## config.mk

```make
export PLATFORM = sky130hd
export DESIGN_NAME = hpt_top
export DESIGN_NICKNAME = d
export VERILOG_FILES = /design/src/design/hpt_pkg.sv /design/src/design/hpt_fifo_if.sv /design/src/design/hpt_top.sv /design/src/design/hpt_fifo.sv
export VERILOG_INCLUDE_DIRS = /design/src /design/src/design
export SDC_FILE = /design/constraint.sdc
export NUM_CORES = 1
export LEC_CHECK = 0
export BUFFER_PORTS_ARGS = -buffer_cell sky130_fd_sc_hd__clkbuf_2
export CORE_MARGIN = 2
export CORE_UTILIZATION = 30
export DETAILED_ROUTE_END_ITERATION = 8
export GPL_ROUTABILITY_DRIVEN = 0
export PLACE_DENSITY = 0.46
export SLEW_MARGIN = 20
export SYNTH_ARGS = -nofsm -noshare
export SYNTH_HDL_FRONTEND = slang
export SYNTH_SLANG_ARGS = --single-unit
```

## constraint.sdc

```tcl
create_clock -name sys_clk_i -period 9.03 [get_ports sys_clk_i]
set_clock_uncertainty 0.15 [all_clocks]
set_input_delay 0.4515 -clock sys_clk_i [delete_from_list [all_inputs] [get_ports sys_clk_i]]
set_output_delay 0.4515 -clock sys_clk_i [all_outputs]
set_load 0.02 [all_outputs]
```

## src/design/hpt_params.svh

```systemverilog
// Purpose: Offsets, field positions, reset values and timing counts
// Assumes: 8-bit registers reached over the serial bus
// Notes:   Definitions only
`ifndef HPT_PARAMS_SVH
`define HPT_PARAMS_SVH

// ==========================================================
// Register offsets
`define HPT_REG_ID        8'h00
`define HPT_REG_STATUS    8'h01
`define HPT_REG_CTRL      8'h02
`define HPT_REG_GO        8'h03
`define HPT_REG_MASK      8'h04
`define HPT_REG_AMP       8'h05
`define HPT_REG_PERIOD    8'h06
`define HPT_REG_LEVELS    8'h07
`define HPT_REG_SUPPLY    8'h08

// ==========================================================
// Field positions
`define HPT_CTRL_MODE_LSB 0
`define HPT_CTRL_PIN_LSB  2
`define HPT_CTRL_BRAKE    4
`define HPT_CTRL_ACT      5
`define HPT_CTRL_OPEN     6
`define HPT_ST_OC         0
`define HPT_ST_TH         1
`define HPT_ST_UV         2
`define HPT_ST_DONE       3
`define HPT_LEV_UV_LSB    0
`define HPT_LEV_CAL_LSB   4

// ==========================================================
// Reset values and codes
`define HPT_CTRL_RST      8'h00
`define HPT_MASK_RST      4'h0
`define HPT_PERIOD_RST    8'h00
`define HPT_LEVELS_RST    8'h00
`define HPT_CAL_TRIG      3'h7
`define HPT_SYNC_RST      4'hb

// ==========================================================
// Timing
`define HPT_CLK_PERIOD_NS 5
`define HPT_WDOG_TIME_NS  4330000
`define HPT_WDOG_CYCLES   (`HPT_WDOG_TIME_NS / `HPT_CLK_PERIOD_NS)

`endif

```

## src/design/hpt_pkg.sv

```systemverilog
// Purpose: Types shared by the trigger and protection logic
// Assumes: Nothing
// Notes:   Constants live in hpt_params.svh
package hpt_pkg;
	// Process selected by the mode field
	typedef enum logic [1:0] {MODE_RT = 2'b00, MODE_SEQ = 2'b01,
		MODE_DIAG = 2'b10, MODE_CAL = 2'b11} hpt_mode_type;
	// Multi-purpose pin function
	typedef enum logic [1:0] {PIN_EDGE = 2'b00, PIN_LEVEL = 2'b01,
		PIN_IRQ = 2'b10, PIN_OFF = 2'b11} hpt_pin_type;
	// Process state, Gray along standby, run, brake
	typedef enum logic [1:0] {P_STANDBY = 2'b00, P_RUN = 2'b01,
		P_BRAKE = 2'b11} hpt_proc_type;
	// Serial bus state, Gray along address, ack, data, ack
	typedef enum logic [2:0] {S_IDLE = 3'b000, S_ADDR = 3'b001, S_AACK = 3'b011,
		S_WDATA = 3'b010, S_WACK = 3'b110, S_RDATA = 3'b111,
		S_RACK = 3'b101} hpt_bus_type;
endpackage

```

## src/design/hpt_fifo_if.sv

```systemverilog
// Purpose: Carrier between amplitude writer and amplitude FIFO
// Assumes: One clock
// Notes:   Valid and ready on both sides
`timescale 1ns/1ps
`default_nettype none
interface hpt_fifo_if #(parameter int WIDTH = 8);
	logic             flush;      // Drop all words
	logic             push_valid; // Word offered
	logic             push_ready; // Room for a word
	logic [WIDTH-1:0] push_data;  // Word in
	logic             pop_valid;  // Head word present
	logic             pop_ready;  // Head word taken
	logic [WIDTH-1:0] pop_data;   // Head word, registered
	modport src (output flush, push_valid, push_data, pop_ready,
		input push_ready, pop_valid, pop_data);
	modport fifo (input flush, push_valid, push_data, pop_ready,
		output push_ready, pop_valid, pop_data);
endinterface
`default_nettype wire

```

## src/design/hpt_top.sv

```systemverilog
// Purpose: Process trigger, standby and fault protection of a haptic driver
// Assumes: Faults, supply level and engine events arrive on sys_clk_i
// Notes:   Serial bus pins and the multi-purpose pin are synchronised
`include "hpt_params.svh"
`timescale 1ns/1ps
`default_nettype none
module hpt_top import hpt_pkg::*; #(
	parameter int         WDOG_CYCLES = `HPT_WDOG_CYCLES,
	parameter logic [6:0] BUS_ADDR    = 7'h2c, // Arbitrary
	parameter logic [3:0] PART_ID     = 4'h3,  // Arbitrary
	parameter logic [3:0] SILICON_REV = 4'h1   // Arbitrary
) (
	input  wire logic       sys_clk_i,
	input  wire logic       rst_i,
	input  wire logic       shutdown_pin_n_i,
	input  wire logic       i2c_scl_i,
	input  wire logic       i2c_sda_i,
	output logic            i2c_sda_o,
	output logic            i2c_sda_oe_o,
	input  wire logic       multi_purpose_pin_i,
	output logic            multi_purpose_pin_o,
	output logic            multi_purpose_pin_oe_o,
	input  wire logic       overcurrent_i,
	input  wire logic       thermal_i,
	input  wire logic       undervoltage_i,
	input  wire logic [7:0] supply_level_i,
	input  wire logic       drive_cycle_i,
	input  wire logic       process_done_i,
	input  wire logic       brake_done_i,
	output logic            process_active_o,
	output logic [1:0]      process_mode_o,
	output logic            brake_o,
	output logic            result_valid_o,
	output logic [7:0]      drive_level_o,
	output logic            resonance_track_o,
	output logic [7:0]      drive_period_o,
	output logic            actuator_type_o,
	output logic [2:0]      undervoltage_threshold_o,
	output logic [2:0]      calibration_duration_o
);
	// ==========================================================
	// Declarations
	logic [3:0]   s1_reg, s2_reg, s3_reg; // Pin synchronisers
	logic [3:0]   flt_reg;                // Agreed levels
	logic [3:0]   flt_d_reg;              // Agreed levels, one cycle old
	logic         asleep;                 // Shutdown pin held low
	logic         scl_rise, scl_fall;     // Clock edges
	logic         bus_start, bus_stop;    // Start and stop
	logic         pin_rise, pin_fall;     // Pin edges
	hpt_bus_type  bus_reg;                // Bus state
	logic [3:0]   bit_reg;                // Bit count
	logic [7:0]   sh_reg;                 // Receive shift
	logic [7:0]   tx_reg;                 // Transmit shift
	logic [7:0]   ptr_reg;                // Register pointer
	logic         first_reg;              // Next byte is pointer
	logic         rw_reg;                 // Read transfer
	logic         sda_oe_reg;             // Pulling data low
	logic [19:0]  wdog_reg;               // Stall counter
	logic         wr_stb, rd_stb;         // Register access strobes
	logic [7:0]   rd_data;                // Read multiplexer
	logic [7:0]   ctrl_reg;               // Mode, pin, brake, type, loop
	logic [3:0]   mask_reg;               // Interrupt masks
	logic [7:0]   period_reg;             // Open loop period
	logic [7:0]   levels_reg;             // Thresholds
	logic [7:0]   supply_reg;             // Supply reading
	logic [3:0]   status_reg;             // Sticky flags
	logic [3:0]   status_set;             // Flags raised now
	logic         pin_oe_reg;             // Interrupt drive
	logic [7:0]   level_reg;              // Drive level
	hpt_proc_type proc_reg;               // Process state
	hpt_mode_type run_mode_reg;           // Mode taken at start
	logic         result_reg;             // Result pulse
	logic         start_trig, stop_trig;  // Decoded triggers
	logic         fault;                  // Any fault while running or braking
	hpt_mode_type mode;                   // Current mode field
	hpt_pin_type  pin_fn;                 // Current pin function
	hpt_fifo_if #(.WIDTH(8)) amp_if ();   // Amplitude path

	assign asleep    = !flt_reg[3];
	assign scl_rise  = flt_reg[0] && !flt_d_reg[0];
	assign scl_fall  = !flt_reg[0] && flt_d_reg[0];
	assign bus_start = flt_reg[0] && flt_d_reg[0] && flt_d_reg[1] && !flt_reg[1];
	assign bus_stop  = flt_reg[0] && flt_d_reg[0] && !flt_d_reg[1] && flt_reg[1];
	assign pin_rise  = flt_reg[2] && !flt_d_reg[2];
	assign pin_fall  = !flt_reg[2] && flt_d_reg[2];
	assign mode      = hpt_mode_type'(ctrl_reg[`HPT_CTRL_MODE_LSB +: 2]);
	assign pin_fn    = hpt_pin_type'(ctrl_reg[`HPT_CTRL_PIN_LSB +: 2]);

	// ==========================================================
	// Synchronisers: change counts once stages two and three agree
	always_ff @(posedge sys_clk_i or posedge rst_i) begin
		if (rst_i) begin
			s1_reg    <= `HPT_SYNC_RST;
			s2_reg    <= `HPT_SYNC_RST;
			s3_reg    <= `HPT_SYNC_RST;
			flt_reg   <= `HPT_SYNC_RST;
			flt_d_reg <= `HPT_SYNC_RST;
		end else begin
			s1_reg    <= {shutdown_pin_n_i, multi_purpose_pin_i, i2c_sda_i, i2c_scl_i};
			s2_reg    <= s1_reg;
			s3_reg    <= s2_reg;
			flt_reg   <= (~(s2_reg ^ s3_reg) & s3_reg) | ((s2_reg ^ s3_reg) & flt_reg);
			flt_d_reg <= flt_reg;
		end
	end

	// ==========================================================
	// Serial bus slave
	always_ff @(posedge sys_clk_i or posedge rst_i) begin
		if (rst_i) begin
			bus_reg    <= S_IDLE;
			bit_reg    <= '0;
			sh_reg     <= '0;
			tx_reg     <= '0;
			ptr_reg    <= '0;
			first_reg  <= 1'b0;
			rw_reg     <= 1'b0;
			sda_oe_reg <= 1'b0;
		end else if (asleep || bus_stop || (wdog_reg == 20'(WDOG_CYCLES))) begin
			bus_reg    <= S_IDLE;
			sda_oe_reg <= 1'b0;
			if (asleep) begin
				ptr_reg <= '0;
			end
		end else if (bus_start) begin
			bus_reg    <= S_ADDR;
			bit_reg    <= '0;
			sda_oe_reg <= 1'b0;
		end else if (scl_rise) begin
			bit_reg <= 4'(bit_reg + 1'b1);
			sh_reg  <= {sh_reg[6:0], flt_reg[1]};
			if (bus_reg == S_RACK) begin
				rw_reg <= !flt_reg[1]; // Master ack keeps reading
			end
		end else if (scl_fall) begin
			case (bus_reg)
				S_ADDR: begin
					if (bit_reg == 4'h8) begin
						if (sh_reg[7:1] == BUS_ADDR) begin
							bus_reg    <= S_AACK;
							rw_reg     <= sh_reg[0];
							sda_oe_reg <= 1'b1;
						end else begin
							bus_reg <= S_IDLE;
						end
					end
				end
				S_AACK, S_RACK: begin
					bit_reg <= '0;
					if (rw_reg) begin
						bus_reg    <= S_RDATA;
						tx_reg     <= {rd_data[6:0], 1'b0};
						sda_oe_reg <= !rd_data[7];
						ptr_reg    <= 8'(ptr_reg + 1'b1);
					end else if (bus_reg == S_AACK) begin
						bus_reg    <= S_WDATA;
						first_reg  <= 1'b1;
						sda_oe_reg <= 1'b0;
					end else begin
						bus_reg    <= S_IDLE;
						sda_oe_reg <= 1'b0;
					end
				end
				S_WDATA: begin
					if (bit_reg == 4'h8) begin
						bus_reg   <= S_WACK;
						first_reg <= 1'b0;
						// Full amplitude FIFO refuses the byte
						sda_oe_reg <= !(wr_stb && (ptr_reg == `HPT_REG_AMP) && !amp_if.push_ready);
						if (first_reg) begin
							ptr_reg <= sh_reg;
						end else begin
							ptr_reg <= 8'(ptr_reg + 1'b1);
						end
					end
				end
				S_WACK: begin
					bus_reg    <= S_WDATA;
					bit_reg    <= '0;
					sda_oe_reg <= 1'b0;
				end
				S_RDATA: begin
					if (bit_reg == 4'h8) begin
						bus_reg    <= S_RACK;
						sda_oe_reg <= 1'b0;
					end else begin
						tx_reg     <= {tx_reg[6:0], 1'b0};
						sda_oe_reg <= !tx_reg[7];
					end
				end
				default: bus_reg <= S_IDLE;
			endcase
		end
	end

	// Stall watchdog, cleared by any clock edge or idle bus
	always_ff @(posedge sys_clk_i or posedge rst_i) begin
		if (rst_i) begin
			wdog_reg <= '0;
		end else if ((bus_reg == S_IDLE) || scl_rise || scl_fall) begin
			wdog_reg <= '0;
		end else begin
			wdog_reg <= 20'(wdog_reg + 1'b1);
		end
	end

	assign wr_stb = scl_fall && (bus_reg == S_WDATA) && (bit_reg == 4'h8) && !first_reg;
	assign rd_stb = scl_fall && rw_reg && ((bus_reg == S_AACK) || (bus_reg == S_RACK));
	assign i2c_sda_o    = 1'b0;
	assign i2c_sda_oe_o = sda_oe_reg;

	// ==========================================================
	// Register read multiplexer
	always_comb begin
		if (ptr_reg == `HPT_REG_ID) begin
			rd_data = {PART_ID, SILICON_REV};
		end else if (ptr_reg == `HPT_REG_STATUS) begin
			rd_data = {4'h0, status_reg};
		end else if (ptr_reg == `HPT_REG_CTRL) begin
			rd_data = ctrl_reg;
		end else if (ptr_reg == `HPT_REG_GO) begin
			rd_data = {7'h00, proc_reg != P_STANDBY};
		end else if (ptr_reg == `HPT_REG_MASK) begin
			rd_data = {4'h0, mask_reg};
		end else if (ptr_reg == `HPT_REG_AMP) begin
			rd_data = level_reg;
		end else if (ptr_reg == `HPT_REG_PERIOD) begin
			rd_data = period_reg;
		end else if (ptr_reg == `HPT_REG_LEVELS) begin
			rd_data = levels_reg;
		end else if (ptr_reg == `HPT_REG_SUPPLY) begin
			rd_data = supply_reg;
		end else begin
			rd_data = 8'h00;
		end
	end

	// Writable configuration, defaults again while asleep
	always_ff @(posedge sys_clk_i or posedge rst_i) begin
		if (rst_i) begin
			ctrl_reg   <= `HPT_CTRL_RST;
			mask_reg   <= `HPT_MASK_RST;
			period_reg <= `HPT_PERIOD_RST;
			levels_reg <= `HPT_LEVELS_RST;
		end else if (asleep) begin
			ctrl_reg   <= `HPT_CTRL_RST;
			mask_reg   <= `HPT_MASK_RST;
			period_reg <= `HPT_PERIOD_RST;
			levels_reg <= `HPT_LEVELS_RST;
		end else if (wr_stb) begin
			if (ptr_reg == `HPT_REG_CTRL) begin
				ctrl_reg <= sh_reg;
			end else if (ptr_reg == `HPT_REG_MASK) begin
				mask_reg <= sh_reg[3:0];
			end else if (ptr_reg == `HPT_REG_PERIOD) begin
				period_reg <= sh_reg;
			end else if (ptr_reg == `HPT_REG_LEVELS) begin
				levels_reg <= sh_reg;
			end
		end
	end

	// ==========================================================
	// Amplitude FIFO
	assign amp_if.flush      = asleep;
	assign amp_if.push_valid = wr_stb && (ptr_reg == `HPT_REG_AMP);
	assign amp_if.push_data  = sh_reg;
	assign amp_if.pop_ready  = (proc_reg == P_RUN) && (run_mode_reg == MODE_RT) && drive_cycle_i;

	hpt_fifo #(.WIDTH(8), .DEPTH(8)) u_fifo (
		.sys_clk_i (sys_clk_i),
		.rst_i     (rst_i),
		.port_i    (amp_if)
	);

	// Drive level holds the last amplitude taken
	always_ff @(posedge sys_clk_i or posedge rst_i) begin
		if (rst_i) begin
			level_reg <= '0;
		end else if (asleep) begin
			level_reg <= '0;
		end else if (amp_if.pop_ready && amp_if.pop_valid) begin
			level_reg <= amp_if.pop_data;
		end
	end

	// Supply reading on every drive cycle while playing
	always_ff @(posedge sys_clk_i or posedge rst_i) begin
		if (rst_i) begin
			supply_reg <= '0;
		end else if (asleep) begin
			supply_reg <= '0;
		end else if ((proc_reg == P_RUN) && drive_cycle_i) begin
			supply_reg <= supply_level_i;
		end
	end

	// ==========================================================
	// Triggers: one pin function at a time
	always_comb begin
		start_trig = wr_stb && (ptr_reg == `HPT_REG_GO) && sh_reg[0];
		stop_trig  = wr_stb && (ptr_reg == `HPT_REG_GO) && !sh_reg[0];
		if (pin_fn == PIN_EDGE) begin
			start_trig = start_trig || (pin_rise && (proc_reg == P_STANDBY));
			stop_trig  = stop_trig || (pin_rise && (proc_reg != P_STANDBY));
		end else if (pin_fn == PIN_LEVEL) begin
			start_trig = start_trig || pin_rise;
			stop_trig  = stop_trig || pin_fall;
		end
		fault = (proc_reg != P_STANDBY) && (overcurrent_i || thermal_i || undervoltage_i);
	end

	// ==========================================================
	// Process state
	always_ff @(posedge sys_clk_i or posedge rst_i) begin
		if (rst_i) begin
			proc_reg     <= P_STANDBY;
			run_mode_reg <= MODE_RT;
			result_reg   <= 1'b0;
		end else if (asleep) begin
			proc_reg   <= P_STANDBY;
			result_reg <= 1'b0;
		end else begin
			result_reg <= 1'b0;
			case (proc_reg)
				P_STANDBY: begin
					if (start_trig) begin
						proc_reg     <= P_RUN;
						run_mode_reg <= mode;
					end
				end
				P_RUN: begin
					if (fault) begin
						proc_reg <= P_STANDBY;
					end else if ((run_mode_reg != MODE_RT) && process_done_i) begin
						proc_reg   <= P_STANDBY;
						result_reg <= 1'b1;
					end else if ((run_mode_reg == MODE_CAL) && stop_trig) begin
						proc_reg   <= P_STANDBY;
						result_reg <= (calibration_duration_o == `HPT_CAL_TRIG);
					end else if (stop_trig || ((run_mode_reg == MODE_RT) && (mode != MODE_RT))) begin
						proc_reg <= ctrl_reg[`HPT_CTRL_BRAKE] ? P_BRAKE : P_STANDBY;
					end
				end
				P_BRAKE: begin
					if (fault || brake_done_i) begin
						proc_reg <= P_STANDBY;
					end
				end
				default: proc_reg <= P_STANDBY;
			endcase
		end
	end

	// ==========================================================
	// Sticky status, a new event beats the read clear
	always_comb begin
		status_set = '0;
		status_set[`HPT_ST_OC]   = fault && overcurrent_i;
		status_set[`HPT_ST_TH]   = fault && thermal_i;
		status_set[`HPT_ST_UV]   = fault && undervoltage_i;
		status_set[`HPT_ST_DONE] = !fault && (proc_reg == P_RUN) && (run_mode_reg != MODE_RT)
			&& (process_done_i || (stop_trig && (run_mode_reg == MODE_CAL)
			&& (calibration_duration_o == `HPT_CAL_TRIG)));
	end

	always_ff @(posedge sys_clk_i or posedge rst_i) begin
		if (rst_i) begin
			status_reg <= '0;
		end else if (asleep) begin
			status_reg <= '0;
		end else if (rd_stb && (ptr_reg == `HPT_REG_STATUS)) begin
			status_reg <= status_set;
		end else begin
			status_reg <= status_reg | status_set;
		end
	end

	// Interrupt drive on the pin only in interrupt function
	always_ff @(posedge sys_clk_i or posedge rst_i) begin
		if (rst_i) begin
			pin_oe_reg <= 1'b0;
		end else begin
			pin_oe_reg <= !asleep && (pin_fn == PIN_IRQ)
				&& |(status_reg & ~mask_reg);
		end
	end

	// ==========================================================
	// Outputs
	assign multi_purpose_pin_o      = 1'b0;
	assign multi_purpose_pin_oe_o   = pin_oe_reg;
	assign process_active_o         = (proc_reg == P_RUN);
	assign process_mode_o           = run_mode_reg;
	assign brake_o                  = (proc_reg == P_BRAKE);
	assign result_valid_o           = result_reg;
	assign drive_level_o            = level_reg;
	assign actuator_type_o          = ctrl_reg[`HPT_CTRL_ACT];
	assign resonance_track_o        = !ctrl_reg[`HPT_CTRL_ACT] && !ctrl_reg[`HPT_CTRL_OPEN];
	assign drive_period_o           = period_reg;
	assign undervoltage_threshold_o = levels_reg[`HPT_LEV_UV_LSB +: 3];
	assign calibration_duration_o   = levels_reg[`HPT_LEV_CAL_LSB +: 3];
endmodule
`default_nettype wire

```

## src/design/hpt_fifo.sv

```systemverilog
// Purpose: Amplitude FIFO with registered head word
// Assumes: Push and pop on one clock
// Notes:   Honest full and empty, flush empties at once
`timescale 1ns/1ps
`default_nettype none
module hpt_fifo #(
	parameter int WIDTH = 8,
	parameter int DEPTH = 8
) (
	input  wire logic sys_clk_i,
	input  wire logic rst_i,
	hpt_fifo_if.fifo  port_i
);
	localparam int AW = $clog2(DEPTH);
	logic [WIDTH-1:0] mem_reg [DEPTH];   // Storage
	logic [AW-1:0]    wptr_reg;          // Write index
	logic [AW-1:0]    rptr_reg;          // Read index
	logic [AW-1:0]    rptr_next;         // Read index after pop
	logic [AW:0]      count_reg;         // Words held
	logic [AW:0]      count_next;        // Words after this cycle
	logic [WIDTH-1:0] head_reg;          // Registered head word
	logic             valid_reg;         // Head word present
	logic             push;              // Word accepted
	logic             pop;               // Word removed

	// ==========================================================
	// Handshake
	assign port_i.push_ready = (count_reg != (AW + 1)'(DEPTH));
	assign port_i.pop_valid  = valid_reg;
	assign port_i.pop_data   = head_reg;
	assign push = port_i.push_valid && port_i.push_ready;
	assign pop  = port_i.pop_ready && valid_reg;

	// Next read index and count
	always_comb begin
		rptr_next  = pop ? AW'(rptr_reg + 1'b1) : rptr_reg;
		count_next = count_reg + (AW + 1)'(push) - (AW + 1)'(pop);
	end

	// ==========================================================
	// Storage write
	always_ff @(posedge sys_clk_i) begin
		if (push) begin
			mem_reg[wptr_reg] <= port_i.push_data;
		end
	end

	// Pointers and count
	always_ff @(posedge sys_clk_i or posedge rst_i) begin
		if (rst_i) begin
			wptr_reg  <= '0;
			rptr_reg  <= '0;
			count_reg <= '0;
			valid_reg <= 1'b0;
		end else if (port_i.flush) begin
			wptr_reg  <= '0;
			rptr_reg  <= '0;
			count_reg <= '0;
			valid_reg <= 1'b0;
		end else begin
			if (push) begin
				wptr_reg <= AW'(wptr_reg + 1'b1);
			end
			rptr_reg  <= rptr_next;
			count_reg <= count_next;
			valid_reg <= (count_next != '0);
		end
	end

	// Head word, bypass when written into the next read slot
	always_ff @(posedge sys_clk_i or posedge rst_i) begin
		if (rst_i) begin
			head_reg <= '0;
		end else if (push && (wptr_reg == rptr_next)) begin
			head_reg <= port_i.push_data;
		end else begin
			head_reg <= mem_reg[rptr_next];
		end
	end
endmodule
`default_nettype wire

```

==> results of run 1 <==
==> worst reg2reg max path: stages, from the launching register on <==
cell	delay, ns
dfrtp_1	0.43
inv_1	0.10
ha_1	0.76
nand4b_1	0.31
or3_1	0.51
inv_1	0.20
ha_1	0.22
fa_1	0.41
and2_1	0.17
or4_1	0.51
==> worst paths after layout <==
kind	start	to	slack (ns)	depth (start not counted)
setup / recovery	ptr_reg[1]	u_fifo.port_i.pop_valid	5.15	9
hold / removal	supply_level_i[5]	supply_reg[5]	0.03	3
setup reg to reg	ptr_reg[1]	u_fifo.port_i.pop_valid	5.15	9
hold reg to reg	s1_reg[3]	s2_reg[3]	0.20	0
max in group asynchronous	rst_i	drive_period_o[1]	7.01	4
min in group asynchronous	rst_i	wdog_reg[0]	0.48	3
==> cell families (layout without fill, tap and decap cells) <==
kind of cell,Yosys count,count (layout),synth area share (%)
AND/OR/NAND/NOR,323,323,15.3
XOR/XNOR,25,25,2.15
other,1,2,0.0356
buffers and inverters,96,150,3.79
flip-flops,209,209,52.9
multiplexers,100,100,13.6
adder cells (fa/ha/maj),23,23,2.71
AO/OA/AOI/OAI,162,162,9.56
==> synth_stat cells, drive strengths merged, types with 32 or more instances <==
library cell  instances  area, sq um
a21oi                64          320
clkbuf               43          163
dfrtp               131         3280
edfxtp               64         1920
inv                  33          124
mux2i                48          480
mux4                 32          721
nand2                85          319
nand3                37          185
nor2                 81          304
o21ai                35          175
==> report_power, final <==
group          internal [mW]  leakage, nW  switching (mW)
logic                 0.0453         1.88          0.0763
clock network          0.657        0.436           0.405
registers               1.04         2.51           0.114
total                   1.75         4.83           0.595
==> what timing repair did <==
action | CTS | global route
endpoints found under the hold margin | 67 | 0
hold buffers | 10 | 0
setup buffers | 0 | 0
==> per-stage QoR <==
stage,hold WS [ns],util (%),instance area (sq um)
finish,0.0253,35.1,12100
global route,0.0137,35.1,12100
floorplan,0.181,-,10500
detailed placement,0.198,32.3,11100
CTS,0.00858,35.1,12100
global placement,0.197,32.3,11100
==> cells in the final DEF (no fill, tap or decap), types with 18 or more instances in the layout <==
master,count
a21oi_1,64
inv_1,30
mux4_2,32
nand2_1,85
ha_1,18
o21ai_0,35
clkbuf_16,28
nand3_1,37
nor2_1,80
edfxtp_1,64
dfrtp_1,131
mux2_2,20
mux2i_1,48
clkbuf_2,50
==> per-layer routing <==
metal / vias up / GRT usage [%]
met4: 0 / 3.40
met2: 193 / 23.8
met1: 3733 / 22.6
li1: 3472 / -
met3: 38 / 1.89
met5: - / 0
==> layout make-up <==
cell class / count / area [sq um] / area share (%)
flip-flops and latches: 209 / 5570 / 45.9
inverters: 33 / 129 / 1.06
repair buffers: 69 / 418 / 3.44
well taps: 455 / 569 / 4.69
clock buffers: 35 / 737 / 6.07
clock inverters: 13 / 143 / 1.18
multi-input cells: 635 / 4570 / 37.7
==> results.ini, run 1 <==
[outcome]
status = finished, final reports clean

[sta]
timing.final.ws_setup_ns = 5.15
hold_viol_final = 0
max-slew-margin-rel_pct = 27.2
finalCritPeriodShare_pct = 43.0
setup_viol = 0
slew_viol_final = 0
rsz0062_at_grt = false
setup-tns-final_ns = 0
fmax_ghz = 0.258
period_needed_ns = 3.88
tightest_slew_ns = 1.09

[floorplan]
core_sq_um = 34500
die_w_um = 191
start_util_pct = 30.5
num_rows = 68
die_y_um = 191
dieArea_sq_um = 36600
pin_count = 53

[setup_path]
worstPathRequired_ns = 9.28
cpMaxStageDelayCell = ha_1
crit_chain = inv_1 -> ha_1 -> nand4b_1 -> or3_1 -> inv_1 -> ha_1 -> fa_1 -> and2_1 -> or4_1
critPathArrivalTime_ns = 4.13
crit_buf_inv = 2
setup.worst_path.start_class = flop
cp-end-kind = flop
crit_path_max_incr_delay_ns = 0.76
crit_type = flop to flop
crit_fanout = 26
critical-path-top-delay-family = simple AND/OR/NAND/NOR gates

[detailed_routing]
wl_met2_um = 12500
wl_um = 27700
drt_pass1_iterations = 5
ant_nets = 0
wl_met3_um = 1300
drt_drc_violations_left = 0
avgRoutedWirePerCell_um = 19.1
drt_iter0_drc = 576
viasPerCell = 5.13
num_vias = 7436
wl_met1_um = 13300
maxUsedRoutingLayer = met4

[global_routing]
grt_util_all_layers_pct = 15.3
first_global_vias = 7247
grt_pass1_wl_um = 43200
grt_max_degree = 88
overflow = 0
antenna_found_initial = 0

[layout]
largest_register_ffs = 64
syn_to_final_growth_pct = 15.3
drive_above_1_share_pct = 18.2
antenna_cells = 0
nets = 1013
n_fill_cell = 3523
final_cells = 1449

[logic_synthesis]
synth_cell_types = 74
async_flop_share_pct = 69.4
netlist_area_sq_um = 10500
synth-seq-cells = 209
ys_seq_area_share_pct = 52.9
avgSynthCellArea_sq_um = 11.2
synth_edf_count = 64
synth_ff_type = dfrtp_1
syn_inst = 939
ys_warn_count = 0

[cts]
root_buffer = clkbuf_16
clk_pin_slew_ns = 0.06
cts_buffer_depth = 3
cts_sinks = 209
cts_made_buffers = 26
insertion_delay_ns = 0.54
post_cts_resize_count = 0
cts_tree = built
htreeDepth = 1

[worst_hold_path]
worstHoldPathType = input pin to flop

[power_and_ir_drop]
leakage_nw = 4.83
total_power_mw = 2.34
powerDensity_nw_per_um2 = 193
peakVddDrop_uv = 129

[placed_design]
pre_cts_ws_ns = 5.15
port_buffers = 50
dpl.cell_count = 1391
dpl.hpwl_um = 18700

[flow_run]
maxCapViolCount = 0

No activity file was read; power rests on OpenSTA's default activity.
==> inputs of run 2 (changes only) <==
ABC_AREA = 1   (was not set)
clock period = 3.9 ns   (was 9.03 ns; I/O delays follow)
==> results.ini, run 2 <==
[logic_synthesis]
ys_top_cells_by_area = dfrtp_1, edfxtp_1, nand2_1
synth.most_common_cell = nand2_1
netlist_area_sq_um = 10400
async_flop_share_pct = 69.4
synth_ff_type = dfrtp_1
avgSynthCellArea_sq_um = 8.86
syn_inst = 1169
synth_cell_types = 56
ys_warn_count = 0
synth-seq-cells = 209
synth_top_area_share_pct = 31.7
synthTopCellsByCount = nand2_1, inv_1, dfrtp_1, nand3_1, nor2_1
yosysTopAreaCell = dfrtp_1
ys_seq_area_share_pct = 53.8
synth_edf_count = 64

[power_and_ir_drop]
powerDensity_nw_per_um2 = 495
leakage_nw = 5.49
total_power_mw = 6.04
intPower_mw = 4.17
p_sw_mw = 1.87
combPwrFrac_pct = 14.5
p_clk_share_pct = 38.2
swShare_pct = 30.9
seqPwrFrac_pct = 47.3
peakVddDrop_uv = 316

[setup_path]
critPathArrivalTime_ns = 3.16
reg2reg_depth = 14
worstPathRequired_ns = 4.16
r2r-end = u_fifo.port_i.pop_valid
crit_fanout = 7
r2r_start = bit_reg[0]
crit_type = flop to flop
setup.worst_path.start_class = flop
cp-end-kind = flop
rrSetupSlack_ns = 1.00

[worst_hold_path]
worstHoldPathType = input pin to async pin

[floorplan]
core_sq_um = 34300
die_y_um = 190
pin_count = 53
start_util_pct = 30.2
die_w_um = 190
num_rows = 68
dieArea_sq_um = 36000

[cts]
clk_pin_slew_ns = 0.06
insertion_delay_ns = 0.55
cts_tree = built
cts_buffer_depth = 3
cts_made_buffers = 25
htreeDepth = 1
root_buffer = clkbuf_16
cts_sinks = 209
post_cts_resize_count = 0

[global_routing]
grt_max_degree = 67
first_global_vias = 7844
overflow = 0
antenna_found_initial = 0
grt_util_all_layers_pct = 15.3
grt_pass1_wl_um = 43600

[layout]
regArea_sq_um = 5570
final_cell_mix = nand2_1, inv_1, dfrtp_1
n_fill_cell = 3519
final_util_pct = 35.6
largest_register_ffs = 64
multi_input_area_sq_um = 3990
syn_to_final_growth_pct = 17.8
antenna_cells = 0
nets = 1296
final_common_cell = nand2_1
drive_above_1_share_pct = 12.4
postLayoutCellArea_sq_um = 12200

[placed_design]
placed_area_sq_um = 11100
pre_cts_ws_ns = 0.952
dpl.hpwl_um = 18500
port_buffers = 50

[detailed_routing]
drt_iter0_drc = 519
drt_pass1_iterations = 5
viasPerCell = 4.65
ant_nets = 0
wl_met2_um = 12100
wl_met3_um = 1270
avgRoutedWirePerCell_um = 15.6
maxUsedRoutingLayer = met4
wl_um = 27000
drt_drc_violations_left = 0
wl_met1_um = 13000
num_vias = 8043

[sta]
max-slew-margin-rel_pct = 42.8
timing.final.ws_setup_ns = 1.00
setup-tns-final_ns = 0
slew_viol_final = 0
setup_viol = 0
fmax_ghz = 0.345
finalCritPeriodShare_pct = 74.3
hold_viol_final = 0
tightest_slew_ns = 0.858
rsz0062_at_grt = false
period_needed_ns = 2.90

[flow_run]
maxCapViolCount = 0

[outcome]
status = finished, final reports clean

[run 2: metrics by stage]
| stage | instances | hold slack (ns) |
|---|---|---|
| 2_1_floorplan | 1170 | 0.0495 |
| 3_3_place_gp | 1653 | 0.134 |
| 3_5_place_dp | 1653 | 0.139 |
| 4_1_cts | 1731 | 0.111 |
| 5_1_grt | 1731 | 0.140 |
| 6_report | 1731 | 0.127 |
[run 2: cell families (layout without fill, tap and decap cells)]
kind of cell	Yosys count	in the layout	share of synthesized area (%)
flip-flops	209	209	53.8
AND/OR/NAND/NOR	567	567	24.5
other	1	2	0.0362
buffers and inverters	185	291	7.73
XOR/XNOR	11	11	1.18
adder cells (fa/ha/maj)	23	23	2.75
AO/OA/AOI/OAI	173	173	10.0
[run 2: timing repair]
item                                   4_1_cts  5_1_grt
hold buffers                                32        0
endpoints found under the hold margin       45        0
buffers inserted                             0        0
[run 2: worst max path at each step]
stage | startpoint | endpoint | slack (ns) | cells past startpoint
6_report | bit_reg[0] | u_fifo.port_i.pop_valid | 1.00 | 14
5_1_grt | bit_reg[0] | u_fifo.port_i.pop_valid | 0.70 | 14
4_1_cts | bit_reg[0] | u_fifo.port_i.pop_valid | 0.97 | 14
3_5_place_dp | bit_reg[0] | u_fifo.port_i.pop_valid | 0.95 | 14
3_3_place_gp | bit_reg[0] | u_fifo.port_i.pop_valid | 1.05 | 14
2_1_floorplan | bit_reg[0] | u_fifo.mem_reg[2][0] | 1.33 | 10
[run 2: area by class of cell]
class | instances | share of cell area, %
clock buffers | 40 | 6.08
inverters | 149 | 4.61
well taps | 455 | 4.67
clock inverters | 6 | 0.554
repair buffers | 96 | 5.74
flip-flops and latches | 209 | 45.6
multi-input cells | 776 | 32.7
[run 2: worst max-delay path, stage by stage (launching register included)]
cell	delay (ns)
dfrtp_1	0.40
inv_1	0.09
ha_1	0.15
nand2_1	0.06
nor2_2	0.23
nand3_1	0.17
nor2_4	0.18
nand3_2	0.17
inv_2	0.13
ha_1	0.20
fa_1	0.42
nand2_1	0.08
inv_1	0.06
nor3_1	0.16
o21ai_0	0.12
[run 2: routing by layer]
| layer | global-route usage [%] | vias to the layer above |
|---|---|---|
| li1 | - | 4046 |
| met1 | 21.8 | 3810 |
| met2 | 24.4 | 148 |
| met3 | 2.14 | 39 |
| met4 | 3.61 | 0 |
| met5 | 0 | - |
[run 2: power by group through the flow]
stage,clock network [mW],registers (mW),logic [mW]
2_1_floorplan,0,2.76,0.593
3_3_place_gp,0,2.90,0.847
3_5_place_dp,0,2.91,0.853
4_1_cts,2.38,2.87,0.888
5_1_grt,2.46,2.90,0.995
6_report,2.31,2.86,0.874
==> inputs of run 3 (changes only) <==
ABC_AREA = 0   (was 1)
clock period = 2.7 ns   (was 3.9 ns; I/O delays follow)
==> results.ini, run 3 (synthesis results as in run 1) <==
[floorplan]
die_y_um = 191
start_util_pct = 30.5
die_w_um = 191
pin_count = 53
dieArea_sq_um = 36600
core_sq_um = 34500
num_rows = 68

[sta]
finalCritPeriodShare_pct = 103
fmax_ghz = 0.359
hold_viol_final = 0
setup-tns-final_ns = -0.717
period_needed_ns = 2.79
rsz0062_at_grt = true
slew_viol_final = 0
tightest_slew_ns = 0.637
max-slew-margin-rel_pct = 57.4
setup_viol = 9
timing.final.ws_setup_ns = -0.0881

[setup_path]
cp-end-kind = flop
crit_path_max_incr_delay_ns = 0.55
crit_buf_inv = 1
worstPathRequired_ns = 2.95
crit_type = flop to flop
critPathMostFrequentCell = or4_4
critical-path-top-delay-family = simple AND/OR/NAND/NOR gates
critPathArrivalTime_ns = 3.04
crit_fanout = 8
crit_chain = ha_4 -> nand2b_4 -> or4_4 -> or4_4 -> a211oi_4 -> buf_12 -> mux2_4
setup.worst_path.start_class = flop
cpMaxStageDelayCell = dfstp_2

[cts]
cts_tree = built
cts_made_buffers = 27
htreeDepth = 1
clk_pin_slew_ns = 0.06
cts_sinks = 209
insertion_delay_ns = 0.53
cts_buffer_depth = 3
root_buffer = clkbuf_16

[detailed_routing]
wl_met2_um = 13600
viasPerCell = 5.00
maxUsedRoutingLayer = met4
wl_um = 29000
ant_nets = 0
wl_met3_um = 1240
drt_pass1_iterations = 4
drt_iter0_drc = 332
avgRoutedWirePerCell_um = 18.6
wl_met1_um = 13500
num_vias = 7800
drt_drc_violations_left = 0

[global_routing]
first_global_vias = 7849
antenna_found_initial = 0
grt_util_all_layers_pct = 16.1
grt_pass1_wl_um = 45600
overflow = 0
grt_max_degree = 52

[layout]
syn_to_final_growth_pct = 26.0
final_cells = 1561
largest_register_ffs = 64
multi_input_area_sq_um = 4720
final_common_cell = dfrtp_1
antenna_cells = 0
drive_above_1_share_pct = 27.3
n_fill_cell = 3374
nets = 1125
final_cell_mix = dfrtp_1, buf_4, nand2_1
regArea_sq_um = 5570

[power_and_ir_drop]
seqPwrFrac_pct = 44.4
intPower_mw = 5.96
powerDensity_nw_per_um2 = 604
peakVddDrop_uv = 437
total_power_mw = 8.01
combPwrFrac_pct = 11.1
p_sw_mw = 2.06
p_clk_share_pct = 44.5
swShare_pct = 25.6
leakage_nw = 5.44

[placed_design]
dpl.hpwl_um = 20200
dpl.cell_count = 1483
port_buffers = 50

[worst_hold_path]
worstHoldPathType = input pin to flop

[outcome]
status = complete, but fails checks
violations = setup timing

[flow_run]
maxCapViolCount = 0

[run 3: cell count changes in the layout (fill, tap and decap cells not counted), sizes merged, moves of 10 or more]
cell    previous run  this run
nand2            295        85
nor3              29        17
mux2i              0        48
o21ai             73        35
nand2b             0        14
mux2               0        20
buf               14       104
mux4               0        32
o211ai            38         4
and2               1        11
a21oi             43        64
nand3            106        37
nor2             108        81
inv              146        33
[run 3: layer usage]
layer | track usage (%) | vias to the layer above
met5 | 0 | -
met4 | 4.47 | 0
met3 | 2.29 | 35
met2 | 26.3 | 163
met1 | 22.2 | 3904
li1 | - | 3698
[run 3: metrics by stage]
stage / hold slack [ns] / setup WS, ns / util (%) / instance area [sq um]
2_1_floorplan: -0.0105 / -0.290 / - / 10700
3_3_place_gp: 0.0768 / -0.115 / 34.8 / 12000
3_5_place_dp: 0.0739 / -0.137 / 34.8 / 12000
4_1_cts: 0.0547 / -0.133 / 38.3 / 13200
5_1_grt: 0.0788 / -0.166 / 38.4 / 13300
6_report: 0.0846 / -0.0881 / 38.4 / 13300
[run 3: worst paths after layout]
check / start / endpoint / slack [ns] / cells past startpoint
setup / recovery: flt_d_reg[0] / u_fifo.port_i.pop_data[2] / -0.09 / 7
hold / removal: shutdown_pin_n_i / s1_reg[3] / 0.08 / 2
setup reg to reg: flt_d_reg[0] / u_fifo.port_i.pop_data[2] / -0.09 / 7
hold reg to reg: s1_reg[2] / s2_reg[2] / 0.20 / 0
max in group asynchronous: rst_i / levels_reg[1] / 1.57 / 4
min in group asynchronous: rst_i / u_fifo.wptr_reg[0] / 0.09 / 3
[run 3: power groups by stage]
stage,combinational [mW],sequential (mW),clock [mW]
floorplan,0.330,3.68,0
global placement,0.846,3.61,0
detailed placement,0.860,3.62,0
CTS,0.908,3.56,3.67
global route,0.972,3.57,3.80
finish,0.889,3.56,3.57
[run 3: repair_timing]
item	4_1_cts	5_1_grt
hold buffers	26	0
pin swaps	5	2
resized for setup	8	7
endpoints found under the hold margin	72	0
endpoints found under the setup margin	9	11
buffers inserted	1	2
[run 3: final cells by class]
type                    count  share of cell area [%]
inverters                  33                    1.04
clock inverters            16                   0.783
clock buffers              33                    5.98
multi-input cells         635                    35.6
repair buffers            180                    10.3
well taps                 455                    4.29
flip-flops and latches    209                    42.0
